===== src/wpom_pkg.sv =====
// constants, types and field layout of the wan path overhead monitor
// How it works
// - transmit path trace octet repeats a message of the selected length from transmit trace registers
// - received trace octets stored in rotation order, no message start search
// - trace length selectable per direction: one octet, 16 octets or 64 octets
// - 64-octet mode uses base words for octets 0-15, extended words for rest
// - receive trace store takes one new octet per frame, no persistence check
// - transmit parity octet is even BIP-8 over previous payload, put in next frame
// - receive BIP-8 compared with next frame parity; legacy counter wraps, reset clears
// - saturating 32-bit parity counter accumulates between ticks, latched then cleared
// - parity block mode adds at most one per errored frame
// - error counts pass to transmit side via one-entry fifo; a newer count replaces an unread one
// - transmit remote error field is zero when fifo holds no count
// - transmitted signal label comes from register resetting to 0x1A
// - label accepted after five equal frames; accepted 0x00 raises unequipped
// - accepted nonzero label unlike expected label sets mismatch status and pending
// - label mismatch changes the enhanced remote defect code sent back
// - fifo count goes in top four bits of each transmitted path status octet while the fifo holds one
// - 16-bit remote error counter counts errored blocks, wraps, clears on reset
// - saturating 32-bit remote error counter per tick period, optional block mode
// - remote error block mode has its own configuration bit
// - pending flag of each error counter but the legacy parity one held while nonzero until read; live bit too
// - each event drives either interrupt output through its own two mask bits
`default_nettype none
package wpom_pkg;
   localparam logic [11:0] WPOM_CTRL_OFS = 12'h000;
   localparam logic [11:0] WPOM_LABEL_OFS = 12'h004;
   localparam logic [11:0] WPOM_STATUS_OFS = 12'h008;
   localparam logic [11:0] WPOM_PEND_OFS = 12'h00C;
   localparam logic [11:0] WPOM_MASKA_OFS = 12'h010;
   localparam logic [11:0] WPOM_MASKB_OFS = 12'h014;
   localparam logic [11:0] WPOM_LPAR_OFS = 12'h018;
   localparam logic [11:0] WPOM_PMPAR_OFS = 12'h01C;
   localparam logic [11:0] WPOM_LREM_OFS = 12'h020;
   localparam logic [11:0] WPOM_PMREM_OFS = 12'h024;
   localparam logic [5:0] WPOM_TXTRACE_BLK = 6'h01;
   localparam logic [5:0] WPOM_RXTRACE_BLK = 6'h02;
   localparam int WPOM_TRACE_WORDS = 16;
   localparam int WPOM_CTRL_TXLEN_LSB = 0;
   localparam int WPOM_CTRL_RXLEN_LSB = 2;
   localparam int WPOM_CTRL_PARBLK_BIT = 4;
   localparam int WPOM_CTRL_REMBLK_BIT = 5;
   localparam logic [5:0] WPOM_CTRL_RST = 6'h05;
   localparam logic [7:0] WPOM_LABEL_RST = 8'h1A;
   localparam logic [7:0] WPOM_UNEQ_LABEL = 8'h00;
   localparam logic [2:0] WPOM_ACCEPT_FRAMES = 3'h5;
   localparam logic [3:0] WPOM_REI_MAX = 4'h8;
   localparam logic [2:0] WPOM_ERDI_NONE = 3'h1;
   localparam logic [2:0] WPOM_ERDI_PAYLOAD = 3'h2;
   localparam logic [2:0] WPOM_ERDI_CONNECT = 3'h6;
   localparam logic [5:0] WPOM_LAST_ONE = 6'h00;
   localparam logic [5:0] WPOM_LAST_16 = 6'h0F;
   localparam logic [5:0] WPOM_LAST_64 = 6'h3F;
   localparam int WPOM_EVT_W = 5;
   localparam int WPOM_EVT_PARNZ = 0;
   localparam int WPOM_EVT_LREMNZ = 1;
   localparam int WPOM_EVT_PMREMNZ = 2;
   localparam int WPOM_EVT_MISM = 3;
   localparam int WPOM_EVT_UNEQ = 4;
   typedef enum logic [1:0] {
      WPOM_LEN_ONE = 2'h0,
      WPOM_LEN_16 = 2'h1,
      WPOM_LEN_64 = 2'h3
   } wpom_tlen_t;
   typedef struct packed {
      logic [7:0] j1;
      logic [7:0] b3;
      logic [7:0] c2;
      logic [7:0] g1;
   } wpom_poh_t;
endpackage
`default_nettype wire


===== src/wpom_top.sv =====
// wan path overhead monitor: trace, parity, label and remote error handling behind apb
`timescale 1ns/10ps
`default_nettype none
module wpom_top (
   input wire logic clk,
   input wire logic reset,
   input wire logic psel,
   input wire logic penable,
   input wire logic pwrite,
   input wire logic [11:0] paddr,
   input wire logic [31:0] pwdata,
   output logic [31:0] prdata,
   output logic pready,
   output logic pslverr,
   input wire logic tx_frame_start,
   input wire logic tx_spe_valid,
   input wire logic [7:0] tx_spe_data,
   output wpom_pkg::wpom_poh_t tx_poh,
   input wire logic rx_frame_start,
   input wire logic rx_spe_valid,
   input wire logic [7:0] rx_spe_data,
   input wire wpom_pkg::wpom_poh_t rx_poh,
   input wire logic perf_monitor_tick,
   output logic irq_out_a,
   output logic irq_out_b
);
   function automatic logic [3:0] wpom_ones(input logic [7:0] v);
      logic [3:0] n;
      n = 4'h0;
      for (int i = 0; i < 8; i++) begin
         n = n + {3'h0, v[i]};
      end
      return n;
   endfunction

   function automatic logic [5:0] wpom_last(input logic [1:0] len);
      return (len == wpom_pkg::WPOM_LEN_ONE) ? wpom_pkg::WPOM_LAST_ONE :
             (len == wpom_pkg::WPOM_LEN_64) ? wpom_pkg::WPOM_LAST_64 : wpom_pkg::WPOM_LAST_16;
   endfunction

   function automatic logic [31:0] wpom_sat(input logic [31:0] c, input logic [3:0] inc);
      logic [32:0] s;
      s = {1'b0, c} + {29'h0, inc};
      return s[32] ? 32'hFFFFFFFF : s[31:0];
   endfunction

   // registers
   logic [5:0] ctrl_r;
   logic [7:0] tx_signal_label_r;
   logic [7:0] expected_signal_label_r;
   logic [wpom_pkg::WPOM_EVT_W-1:0] pend_r;
   logic [wpom_pkg::WPOM_EVT_W-1:0] mask_a_r;
   logic [wpom_pkg::WPOM_EVT_W-1:0] mask_b_r;
   logic [31:0] tx_trace_r [wpom_pkg::WPOM_TRACE_WORDS];
   logic [31:0] rx_trace_r [wpom_pkg::WPOM_TRACE_WORDS];
   logic [31:0] prdata_r;
   logic pready_r;
   logic pslverr_r;
   logic irq_a_r;
   logic irq_b_r;
   wpom_pkg::wpom_poh_t tx_poh_r;
   logic [7:0] tx_bip_r;
   logic [5:0] tx_idx_r;
   logic [7:0] rx_bip_r;
   logic rx_seen_r;
   logic [5:0] rx_idx_r;
   logic [15:0] legacy_path_parity_err_count_r;
   logic [31:0] pm_par_acc_r;
   logic [31:0] pm_path_parity_err_count_r;
   logic [15:0] legacy_remote_err_count_r;
   logic [31:0] pm_rem_acc_r;
   logic [31:0] pm_remote_err_count_r;
   logic fifo_vld_r;
   logic [3:0] fifo_cnt_r;
   logic [7:0] c2_cand_r;
   logic [2:0] c2_run_r;
   logic [7:0] c2_acc_r;
   logic c2_acc_vld_r;

   // apb decode
   wire logic apb_take = psel & penable & pready_r;
   wire logic apb_wr = apb_take & pwrite;
   wire logic apb_rd = apb_take & ~pwrite;
   wire logic [5:0] blk = paddr[11:6];
   wire logic [3:0] word = paddr[5:2];
   wire logic hit_ctrl = paddr == wpom_pkg::WPOM_CTRL_OFS;
   wire logic hit_label = paddr == wpom_pkg::WPOM_LABEL_OFS;
   wire logic hit_status = paddr == wpom_pkg::WPOM_STATUS_OFS;
   wire logic hit_pend = paddr == wpom_pkg::WPOM_PEND_OFS;
   wire logic hit_maska = paddr == wpom_pkg::WPOM_MASKA_OFS;
   wire logic hit_maskb = paddr == wpom_pkg::WPOM_MASKB_OFS;
   wire logic hit_lpar = paddr == wpom_pkg::WPOM_LPAR_OFS;
   wire logic hit_pmpar = paddr == wpom_pkg::WPOM_PMPAR_OFS;
   wire logic hit_lrem = paddr == wpom_pkg::WPOM_LREM_OFS;
   wire logic hit_pmrem = paddr == wpom_pkg::WPOM_PMREM_OFS;
   wire logic hit_txt = (blk == wpom_pkg::WPOM_TXTRACE_BLK) & (paddr[1:0] == 2'h0);
   wire logic hit_rxt = (blk == wpom_pkg::WPOM_RXTRACE_BLK) & (paddr[1:0] == 2'h0);
   wire logic hit_any = hit_ctrl | hit_label | hit_status | hit_pend | hit_maska | hit_maskb |
                        hit_lpar | hit_pmpar | hit_lrem | hit_pmrem | hit_txt | hit_rxt;

   // configuration fields
   wire logic [1:0] tx_trace_length_sel = ctrl_r[wpom_pkg::WPOM_CTRL_TXLEN_LSB +: 2];
   wire logic [1:0] rx_trace_length_sel = ctrl_r[wpom_pkg::WPOM_CTRL_RXLEN_LSB +: 2];
   wire logic parity_block_count_mode = ctrl_r[wpom_pkg::WPOM_CTRL_PARBLK_BIT];
   wire logic remote_err_block_count_mode = ctrl_r[wpom_pkg::WPOM_CTRL_REMBLK_BIT];

   // transmit path
   wire logic [7:0] tx_bip_nxt = tx_frame_start ? (tx_spe_valid ? tx_spe_data : 8'h00) :
                                 (tx_spe_valid ? (tx_bip_r ^ tx_spe_data) : tx_bip_r);
   wire logic [5:0] tx_last = wpom_last(tx_trace_length_sel);
   wire logic [5:0] tx_idx_nxt = (tx_idx_r >= tx_last) ? 6'h00 : tx_idx_r + 6'h01;
   wire logic [31:0] tx_word = tx_trace_r[tx_idx_r[5:2]];
   wire logic [7:0] tx_j1 = tx_word[{tx_idx_r[1:0], 3'h0} +: 8];
   wire logic fifo_pop = tx_frame_start & fifo_vld_r;
   wire logic [3:0] tx_rei = fifo_vld_r ? fifo_cnt_r : 4'h0;
   wire logic mism_live = c2_acc_vld_r & (c2_acc_r != wpom_pkg::WPOM_UNEQ_LABEL) &
                          (c2_acc_r != expected_signal_label_r);
   wire logic uneq_live = c2_acc_vld_r & (c2_acc_r == wpom_pkg::WPOM_UNEQ_LABEL);
   // connectivity defect outranks payload defect
   wire logic [2:0] tx_erdi = uneq_live ? wpom_pkg::WPOM_ERDI_CONNECT :
                              mism_live ? wpom_pkg::WPOM_ERDI_PAYLOAD :
                              wpom_pkg::WPOM_ERDI_NONE;

   // receive path
   wire logic [7:0] rx_bip_nxt = rx_frame_start ? (rx_spe_valid ? rx_spe_data : 8'h00) :
                                 (rx_spe_valid ? (rx_bip_r ^ rx_spe_data) : rx_bip_r);
   wire logic rx_check = rx_frame_start & rx_seen_r;
   wire logic [3:0] par_ones = wpom_ones(rx_bip_r ^ rx_poh.b3);
   wire logic par_err = rx_check & (par_ones != 4'h0);
   wire logic [3:0] par_inc = ~rx_check ? 4'h0 :
                              parity_block_count_mode ? {3'h0, par_err} : par_ones;
   wire logic [3:0] rei_raw = rx_poh.g1[7:4];
   wire logic [3:0] rei_val = (rei_raw > wpom_pkg::WPOM_REI_MAX) ? 4'h0 : rei_raw;
   wire logic rem_err = rx_frame_start & (rei_val != 4'h0);
   wire logic [3:0] rem_inc = ~rx_frame_start ? 4'h0 :
                              remote_err_block_count_mode ? {3'h0, rem_err} : rei_val;
   wire logic [31:0] pm_par_sum = wpom_sat(pm_par_acc_r, par_inc);
   wire logic [31:0] pm_rem_sum = wpom_sat(pm_rem_acc_r, rem_inc);
   wire logic [5:0] rx_last = wpom_last(rx_trace_length_sel);
   wire logic [5:0] rx_idx_nxt = (rx_idx_r >= rx_last) ? 6'h00 : rx_idx_r + 6'h01;
   wire logic c2_same = rx_poh.c2 == c2_cand_r;
   wire logic [2:0] c2_run_nxt = ~c2_same ? 3'h1 :
                                 (c2_run_r == wpom_pkg::WPOM_ACCEPT_FRAMES) ? c2_run_r :
                                 c2_run_r + 3'h1;

   // status and events
   wire logic [wpom_pkg::WPOM_EVT_W-1:0] live = {uneq_live, mism_live,
                                                 pm_rem_acc_r != 32'h0,
                                                 legacy_remote_err_count_r != 16'h0,
                                                 pm_par_acc_r != 32'h0};
   wire logic [wpom_pkg::WPOM_EVT_W-1:0] pend_clr = (apb_rd & hit_pend) ? pend_r : '0;
   wire logic [wpom_pkg::WPOM_EVT_W-1:0] pend_nxt = (pend_r & ~pend_clr) | live;
   wire logic [31:0] status_word = {16'h0, c2_acc_r, 3'h0, live};

   wire logic [31:0] rdata = hit_ctrl ? {26'h0, ctrl_r} :
      hit_label ? {16'h0, expected_signal_label_r, tx_signal_label_r} :
      hit_status ? status_word :
      hit_pend ? {27'h0, pend_r} :
      hit_maska ? {27'h0, mask_a_r} :
      hit_maskb ? {27'h0, mask_b_r} :
      hit_lpar ? {16'h0, legacy_path_parity_err_count_r} :
      hit_pmpar ? pm_path_parity_err_count_r :
      hit_lrem ? {16'h0, legacy_remote_err_count_r} :
      hit_pmrem ? pm_remote_err_count_r :
      hit_txt ? tx_trace_r[word] :
      hit_rxt ? rx_trace_r[word] : 32'h0;

   always_ff @(posedge clk) begin
      if (reset) begin
         pready_r <= 1'b0;
         pslverr_r <= 1'b0;
         prdata_r <= 32'h0;
      end else begin
         pready_r <= psel & penable & ~pready_r;
         pslverr_r <= psel & penable & ~pready_r & ~hit_any;
         prdata_r <= (psel & penable & ~pready_r & ~pwrite) ? rdata : 32'h0;
      end
   end

   always_ff @(posedge clk) begin
      if (reset) begin
         ctrl_r <= wpom_pkg::WPOM_CTRL_RST;
         tx_signal_label_r <= wpom_pkg::WPOM_LABEL_RST;
         expected_signal_label_r <= wpom_pkg::WPOM_LABEL_RST;
         mask_a_r <= '0;
         mask_b_r <= '0;
      end else if (apb_wr) begin
         if (hit_ctrl) ctrl_r <= pwdata[5:0];
         if (hit_label) tx_signal_label_r <= pwdata[7:0];
         if (hit_label) expected_signal_label_r <= pwdata[15:8];
         if (hit_maska) mask_a_r <= pwdata[wpom_pkg::WPOM_EVT_W-1:0];
         if (hit_maskb) mask_b_r <= pwdata[wpom_pkg::WPOM_EVT_W-1:0];
      end
   end

   // trace stores, one word per generate entry
   for (genvar g = 0; g < wpom_pkg::WPOM_TRACE_WORDS; g++) begin : g_trace
      always_ff @(posedge clk) begin
         if (reset) begin
            tx_trace_r[g] <= 32'h0;
         end else if (apb_wr & hit_txt & (word == 4'(g))) begin
            tx_trace_r[g] <= pwdata;
         end
      end
      always_ff @(posedge clk) begin
         if (reset) begin
            rx_trace_r[g] <= 32'h0;
         end else if (rx_frame_start & (rx_idx_r[5:2] == 4'(g))) begin
            rx_trace_r[g][{rx_idx_r[1:0], 3'h0} +: 8] <= rx_poh.j1;
         end
      end
   end

   always_ff @(posedge clk) begin
      if (reset) begin
         tx_poh_r <= '0;
         tx_bip_r <= 8'h00;
         tx_idx_r <= 6'h00;
      end else begin
         tx_bip_r <= tx_bip_nxt;
         if (tx_frame_start) begin
            tx_poh_r <= '{j1: tx_j1, b3: tx_bip_r, c2: tx_signal_label_r,
                          g1: {tx_rei, tx_erdi, 1'b0}};
            tx_idx_r <= tx_idx_nxt;
         end
      end
   end

   // one-entry fifo: a newer count replaces an unread one
   always_ff @(posedge clk) begin
      if (reset) begin
         fifo_vld_r <= 1'b0;
         fifo_cnt_r <= 4'h0;
      end else if (rx_check) begin
         fifo_vld_r <= 1'b1;
         fifo_cnt_r <= par_ones;
      end else if (fifo_pop) begin
         fifo_vld_r <= 1'b0;
      end
   end

   always_ff @(posedge clk) begin
      if (reset) begin
         rx_bip_r <= 8'h00;
         rx_seen_r <= 1'b0;
         rx_idx_r <= 6'h00;
         legacy_path_parity_err_count_r <= 16'h0;
         legacy_remote_err_count_r <= 16'h0;
      end else begin
         rx_bip_r <= rx_bip_nxt;
         if (rx_frame_start) begin
            rx_seen_r <= 1'b1;
            rx_idx_r <= rx_idx_nxt;
         end
         if (par_err) legacy_path_parity_err_count_r <= legacy_path_parity_err_count_r + 16'h1;
         if (rem_err) legacy_remote_err_count_r <= legacy_remote_err_count_r + 16'h1;
      end
   end

   always_ff @(posedge clk) begin
      if (reset) begin
         pm_par_acc_r <= 32'h0;
         pm_rem_acc_r <= 32'h0;
         pm_path_parity_err_count_r <= 32'h0;
         pm_remote_err_count_r <= 32'h0;
      end else if (perf_monitor_tick) begin
         pm_path_parity_err_count_r <= pm_par_sum;
         pm_remote_err_count_r <= pm_rem_sum;
         pm_par_acc_r <= 32'h0;
         pm_rem_acc_r <= 32'h0;
      end else begin
         pm_par_acc_r <= pm_par_sum;
         pm_rem_acc_r <= pm_rem_sum;
      end
   end

   always_ff @(posedge clk) begin
      if (reset) begin
         c2_cand_r <= 8'h00;
         c2_run_r <= 3'h0;
         c2_acc_r <= 8'h00;
         c2_acc_vld_r <= 1'b0;
      end else if (rx_frame_start) begin
         c2_cand_r <= rx_poh.c2;
         c2_run_r <= c2_run_nxt;
         if (c2_run_nxt == wpom_pkg::WPOM_ACCEPT_FRAMES) begin
            c2_acc_r <= rx_poh.c2;
            c2_acc_vld_r <= 1'b1;
         end
      end
   end

   always_ff @(posedge clk) begin
      if (reset) begin
         pend_r <= '0;
         irq_a_r <= 1'b0;
         irq_b_r <= 1'b0;
      end else begin
         pend_r <= pend_nxt;
         irq_a_r <= |(pend_nxt & mask_a_r);
         irq_b_r <= |(pend_nxt & mask_b_r);
      end
   end

   assign prdata = prdata_r;
   assign pready = pready_r;
   assign pslverr = pslverr_r;
   assign tx_poh = tx_poh_r;
   assign irq_out_a = irq_a_r;
   assign irq_out_b = irq_b_r;
endmodule
`default_nettype wire


===== config.mk =====
export PLATFORM = sky130hd
export DESIGN_NAME = wpom_top
export DESIGN_NICKNAME = d
export VERILOG_FILES = /design/src/wpom_pkg.sv /design/src/wpom_top.sv
export SDC_FILE = /design/constraint.sdc
export NUM_CORES = 2
export LEC_CHECK = 0
export BUFFER_PORTS_ARGS = -buffer_cell sky130_fd_sc_hd__buf_2
export CORE_MARGIN = 2
export CORE_UTILIZATION = 50
export DETAILED_ROUTE_END_ITERATION = 10
export PLACE_DENSITY = 0.66
export SLEW_MARGIN = 20
export SYNTH_ARGS = -nofsm -noshare
export SYNTH_HDL_FRONTEND = slang
export SYNTH_SLANG_ARGS = --single-unit
export TNS_END_PERCENT = 10

===== constraint.sdc =====
create_clock -name clk -period 8.7 [get_ports clk]
set_input_delay 0 -clock clk [delete_from_list [all_inputs] [get_ports clk]]
set_output_delay 0 -clock clk [all_outputs]
set_load 0.005 [all_outputs]

==> impl_metrics.env <==
export IMPL_ys_top_cells_by_area="edfxtp_1 (47%), mux4_2 (12%), dfxtp_1 (9.9%)"
export IMPL_initial_core_util_pct=50.3
export IMPL_clock_sinks=1346
export IMPL_grt_overflow=0
export IMPL_worstPathCellList="xor2_1 > fa_1 > fa_1 > inv_1 > fa_1 > inv_1 > ha_1 > fa_1 > and2_1 > a21oi_1 > o21ai_0 > a21oi_1 > ha_1 > fa_1 > a21o_1 > a21o_1 > nand3_1 > nor2_1 > buf_4 > nor3_1 > a211oi_1"
export IMPL_slew_violations=0
export IMPL_crit_family="adder cells"
export IMPL_slowest_delay_ns=0.84
export IMPL_rows=132
export IMPL_vias=45200
export IMPL_port_buffers=164
export IMPL_drtAntennaViolNets=0
export IMPL_cp_slowest_cell="nor2_1"
export IMPL_fin_util_pct=56.5
export IMPL_drt_total_wl_um=202000
export IMPL_rsz0062_at_grt="false"
export IMPL_core_area_um2=129000
export IMPL_die_h_um=365
export IMPL_max_slew_margin_pct=18.6
export IMPL_ctsHtreeMaxLevel=4
export IMPL_clk_insertion_delay_late_ns=0.79
export IMPL_cp_arrival_ns=7.03
export IMPL_path_buf_inv=3
export IMPL_hpwl_um=127000
export IMPL_finalHoldViolations=0
export IMPL_die_x_um=365
export IMPL_track_usage_pct=30.3
export IMPL_cts_tree="yes"
export IMPL_synth_cells=5181
export IMPL_cts_repair_resized=0
export IMPL_critPathMaxFanout=11
export IMPL_p_sw_share_pct=23.8
export IMPL_syn_area_per_cell_um2=12.6
export IMPL_globalplace_congestion=0.936
export IMPL_cpMostUsedCell="fa_1"
export IMPL_yosys_area_top_type_share_pct=47.2
export IMPL_p_comb_share_pct=7.9
export IMPL_cp_start_kind="flop"
export IMPL_antenna_found_initial=16
export IMPL_dr_pass1_iters=7
export IMPL_synth_edff_count=1024
export IMPL_synth_async_reset_ratio_pct=0
export IMPL_setup_violations_final=0
export IMPL_drc=0
export IMPL_drtIter0Drc=6423
export IMPL_netlist_area_um2=65200
export IMPL_post_synth_top_area_cell="edfxtp_1"
export IMPL_dpl_cell_area_um2=67500
export IMPL_path_class="flop to flop"
export IMPL_yosysWarningCount=0
export IMPL_ys_types=93
export IMPL_crit_path_end_kind="flop"
export IMPL_grt_max_degree=128
export IMPL_synth_ff_type="edfxtp_1"
export IMPL_die_area_um2=133000
export IMPL_yosysMostFrequentCell="edfxtp_1"
export IMPL_ctsRootBufferMaster="clkbuf_16"
export IMPL_numCtsBuffers=148
export IMPL_ctsHoldBuffers=111
export IMPL_status="complete, no violations"
export IMPL_fmax_ghz=0.158
export IMPL_avgViaCountPerCell=6.29
export IMPL_fin_nets=5451
export IMPL_tightest_slew_ns=1.22
export IMPL_grt_pass1_vias=43800
export IMPL_wire_per_inst_um=28.1
export IMPL_p_per_area_nw_per_um2=196
export IMPL_clk_path_buf_depth=3
export IMPL_p_seq_share_pct=50.3
export IMPL_post_cts_buffers=0
export IMPL_synthToLayoutAreaGrowth_pct=12.3
export IMPL_layout_drive_gt1_share_pct=16.4
export IMPL_grt_first_pass_wirelength_um=293000
export IMPL_clk_pin_slew_ns=0.06
export IMPL_leakagePower_nw=25.4
export IMPL_clkPwrFrac_pct=41.9
export IMPL_cap_violations=0
export IMPL_hold_path_class="input pin to flop"
export IMPL_required_ns=9.39
export IMPL_p_switching_mw=3.41
export IMPL_setup_tns_ns=0
export IMPL_ir_drop_mv=0.129
export IMPL_postLayoutCellArea_um2=73200
export IMPL_synth_nets=5323
export IMPL_clock_skew_ns=0.0232
export IMPL_fin_crit_sh_pct=72.8
export IMPL_boundaryPins=170
export IMPL_ys_seq_area_share_pct=57.1
export IMPL_power_internal_mw=10.9
export IMPL_ys_top_cells_by_count="edfxtp_1 (1024), nor2_1 (805), and2_1 (529)"
export IMPL_fin_crit_ns=6.33
export IMPL_synth_seq_cells=1346
[worst register-to-register path, cell delays in order, from the launching register on]
cell and delay [ns]:
dfxtp_1 0.34, xor2_1 0.19, fa_1 0.49, fa_1 0.51
inv_1 0.05, fa_1 0.49, inv_1 0.05, ha_1 0.21
fa_1 0.47, and2_1 0.16, a21oi_1 0.21, o21ai_0 0.11
a21oi_1 0.19, ha_1 0.23, fa_1 0.23, a21o_1 0.13
a21o_1 0.27, nand3_1 0.43, nor2_1 0.84, buf_4 0.32
nor3_1 0.10, a211oi_1 0.25
[cell families after synthesis]
| kind of cell | synth area share (%) |
|---|---|
| xor gates and xnor gates | 1.36 |
| DFF | 57.1 |
| AOI/OAI and AO/OA | 5.69 |
| muxes | 16.1 |
| adders and majority gates | 0.837 |
| and+or+nand+nor | 15.8 |
| other | 0.00576 |
| buffers and inverters | 3.12 |
[worst paths after layout]
path                                               start                                          end  slack, ns  cells past startpoint
worst max-delay path            rx_bip_r[1]$_SDFFE_PP0P_  pm_path_parity_err_count_r[21]$_SDFFE_PP0P_       2.37                     21
worst min-delay path                          rx_poh[13]                     c2_acc_r[5]$_SDFFE_PP0P_       0.05                      4
worst max register to register  rx_bip_r[1]$_SDFFE_PP0P_  pm_path_parity_err_count_r[21]$_SDFFE_PP0P_       2.37                     21
worst min register to register    tx_poh[5]$_SDFFE_PP0P_                       tx_poh[5]$_SDFFE_PP0P_       0.47                      2
[layer usage]
layer	global-route usage, %	share of wire (%)
met1	40.6	38
met2	47.6	46
met3	7.03	11
met4	12.6	4.3
met5	0	0.029
[registers in the layout (all words and copies together) (netlist names), 4 cells and up, named ones only]
signal	flops
rx_trace_r	512
tx_trace_r	512
pm_par_acc_r	32
pm_path_parity_err_count_r	32
pm_rem_acc_r	32
pm_remote_err_count_r	32
prdata	32
tx_poh	31
legacy_path_parity_err_count_r	16
legacy_remote_err_count_r	16
c2_acc_r	8
c2_cand_r	8
expected_signal_label_r	8
rx_bip_r	8
tx_bip_r	8
tx_signal_label_r	8
ctrl_r	6
rx_idx_r	6
tx_idx_r	6
mask_a_r	5
mask_b_r	5
pend_r	5
fifo_cnt_r	4
[power by group through the flow]
stage	clock (mW)	combinational, mW	sequential [mW]
3_3_place_gp	0	1.07	7.33
3_5_place_dp	0	1.08	7.34
6_report	6.00	1.13	7.21
5_1_grt	6.31	1.19	7.23
4_1_cts	6.06	1.12	7.21
2_1_floorplan	0	0.707	7.30
[cell type report]
class,count,area [um^2]
tap,1742,2180
fill,10500,56300
clock buffer,195,4030
antenna,9,22.5
multi-input combinational,3370,26300
timing repair buffer,360,2660
sequential,1346,37200
clock inverter,71,532
inverter,83,314
[cells in the final DEF (no fill, tap or decap), drive strengths merged, types with 22 or more instances in the layout]
master / count
a211oi: 37
inv: 94
nand2b: 50
and2: 530
nor2: 808
edfxtp: 1024
mux4: 359
buf: 248
xor2: 22
a21oi: 112
and3: 25
nand2: 313
a22oi: 95
nor2b: 30
nand3: 105
nor4: 37
nor3: 54
a31oi: 22
o221ai: 22
clkbuf: 196
nand4: 60
o21ai: 83
mux2i: 235
dlygate4sd3: 111
o22ai: 59
ha: 34
xnor2: 79
clkinv: 54
dfxtp: 322
[through the flow]
| stage | hold slack [ns] | total power [mW] | worst slack, ns | instances |
|---|---|---|---|---|
| after CTS | 0.00422 | 14.4 | 2.41 | 7167 |
| after global placement | 0.285 | 8.40 | 2.46 | 6788 |
| after global routing | 0.0266 | 14.7 | 1.89 | 7169 |
| final | 0.0478 | 14.3 | 2.37 | 7176 |
| after detailed placement | 0.290 | 8.42 | 2.47 | 6790 |
| after floorplan | 0.140 | 8.01 | 3.77 | 5181 |
(Power assumes the default switching activity.)
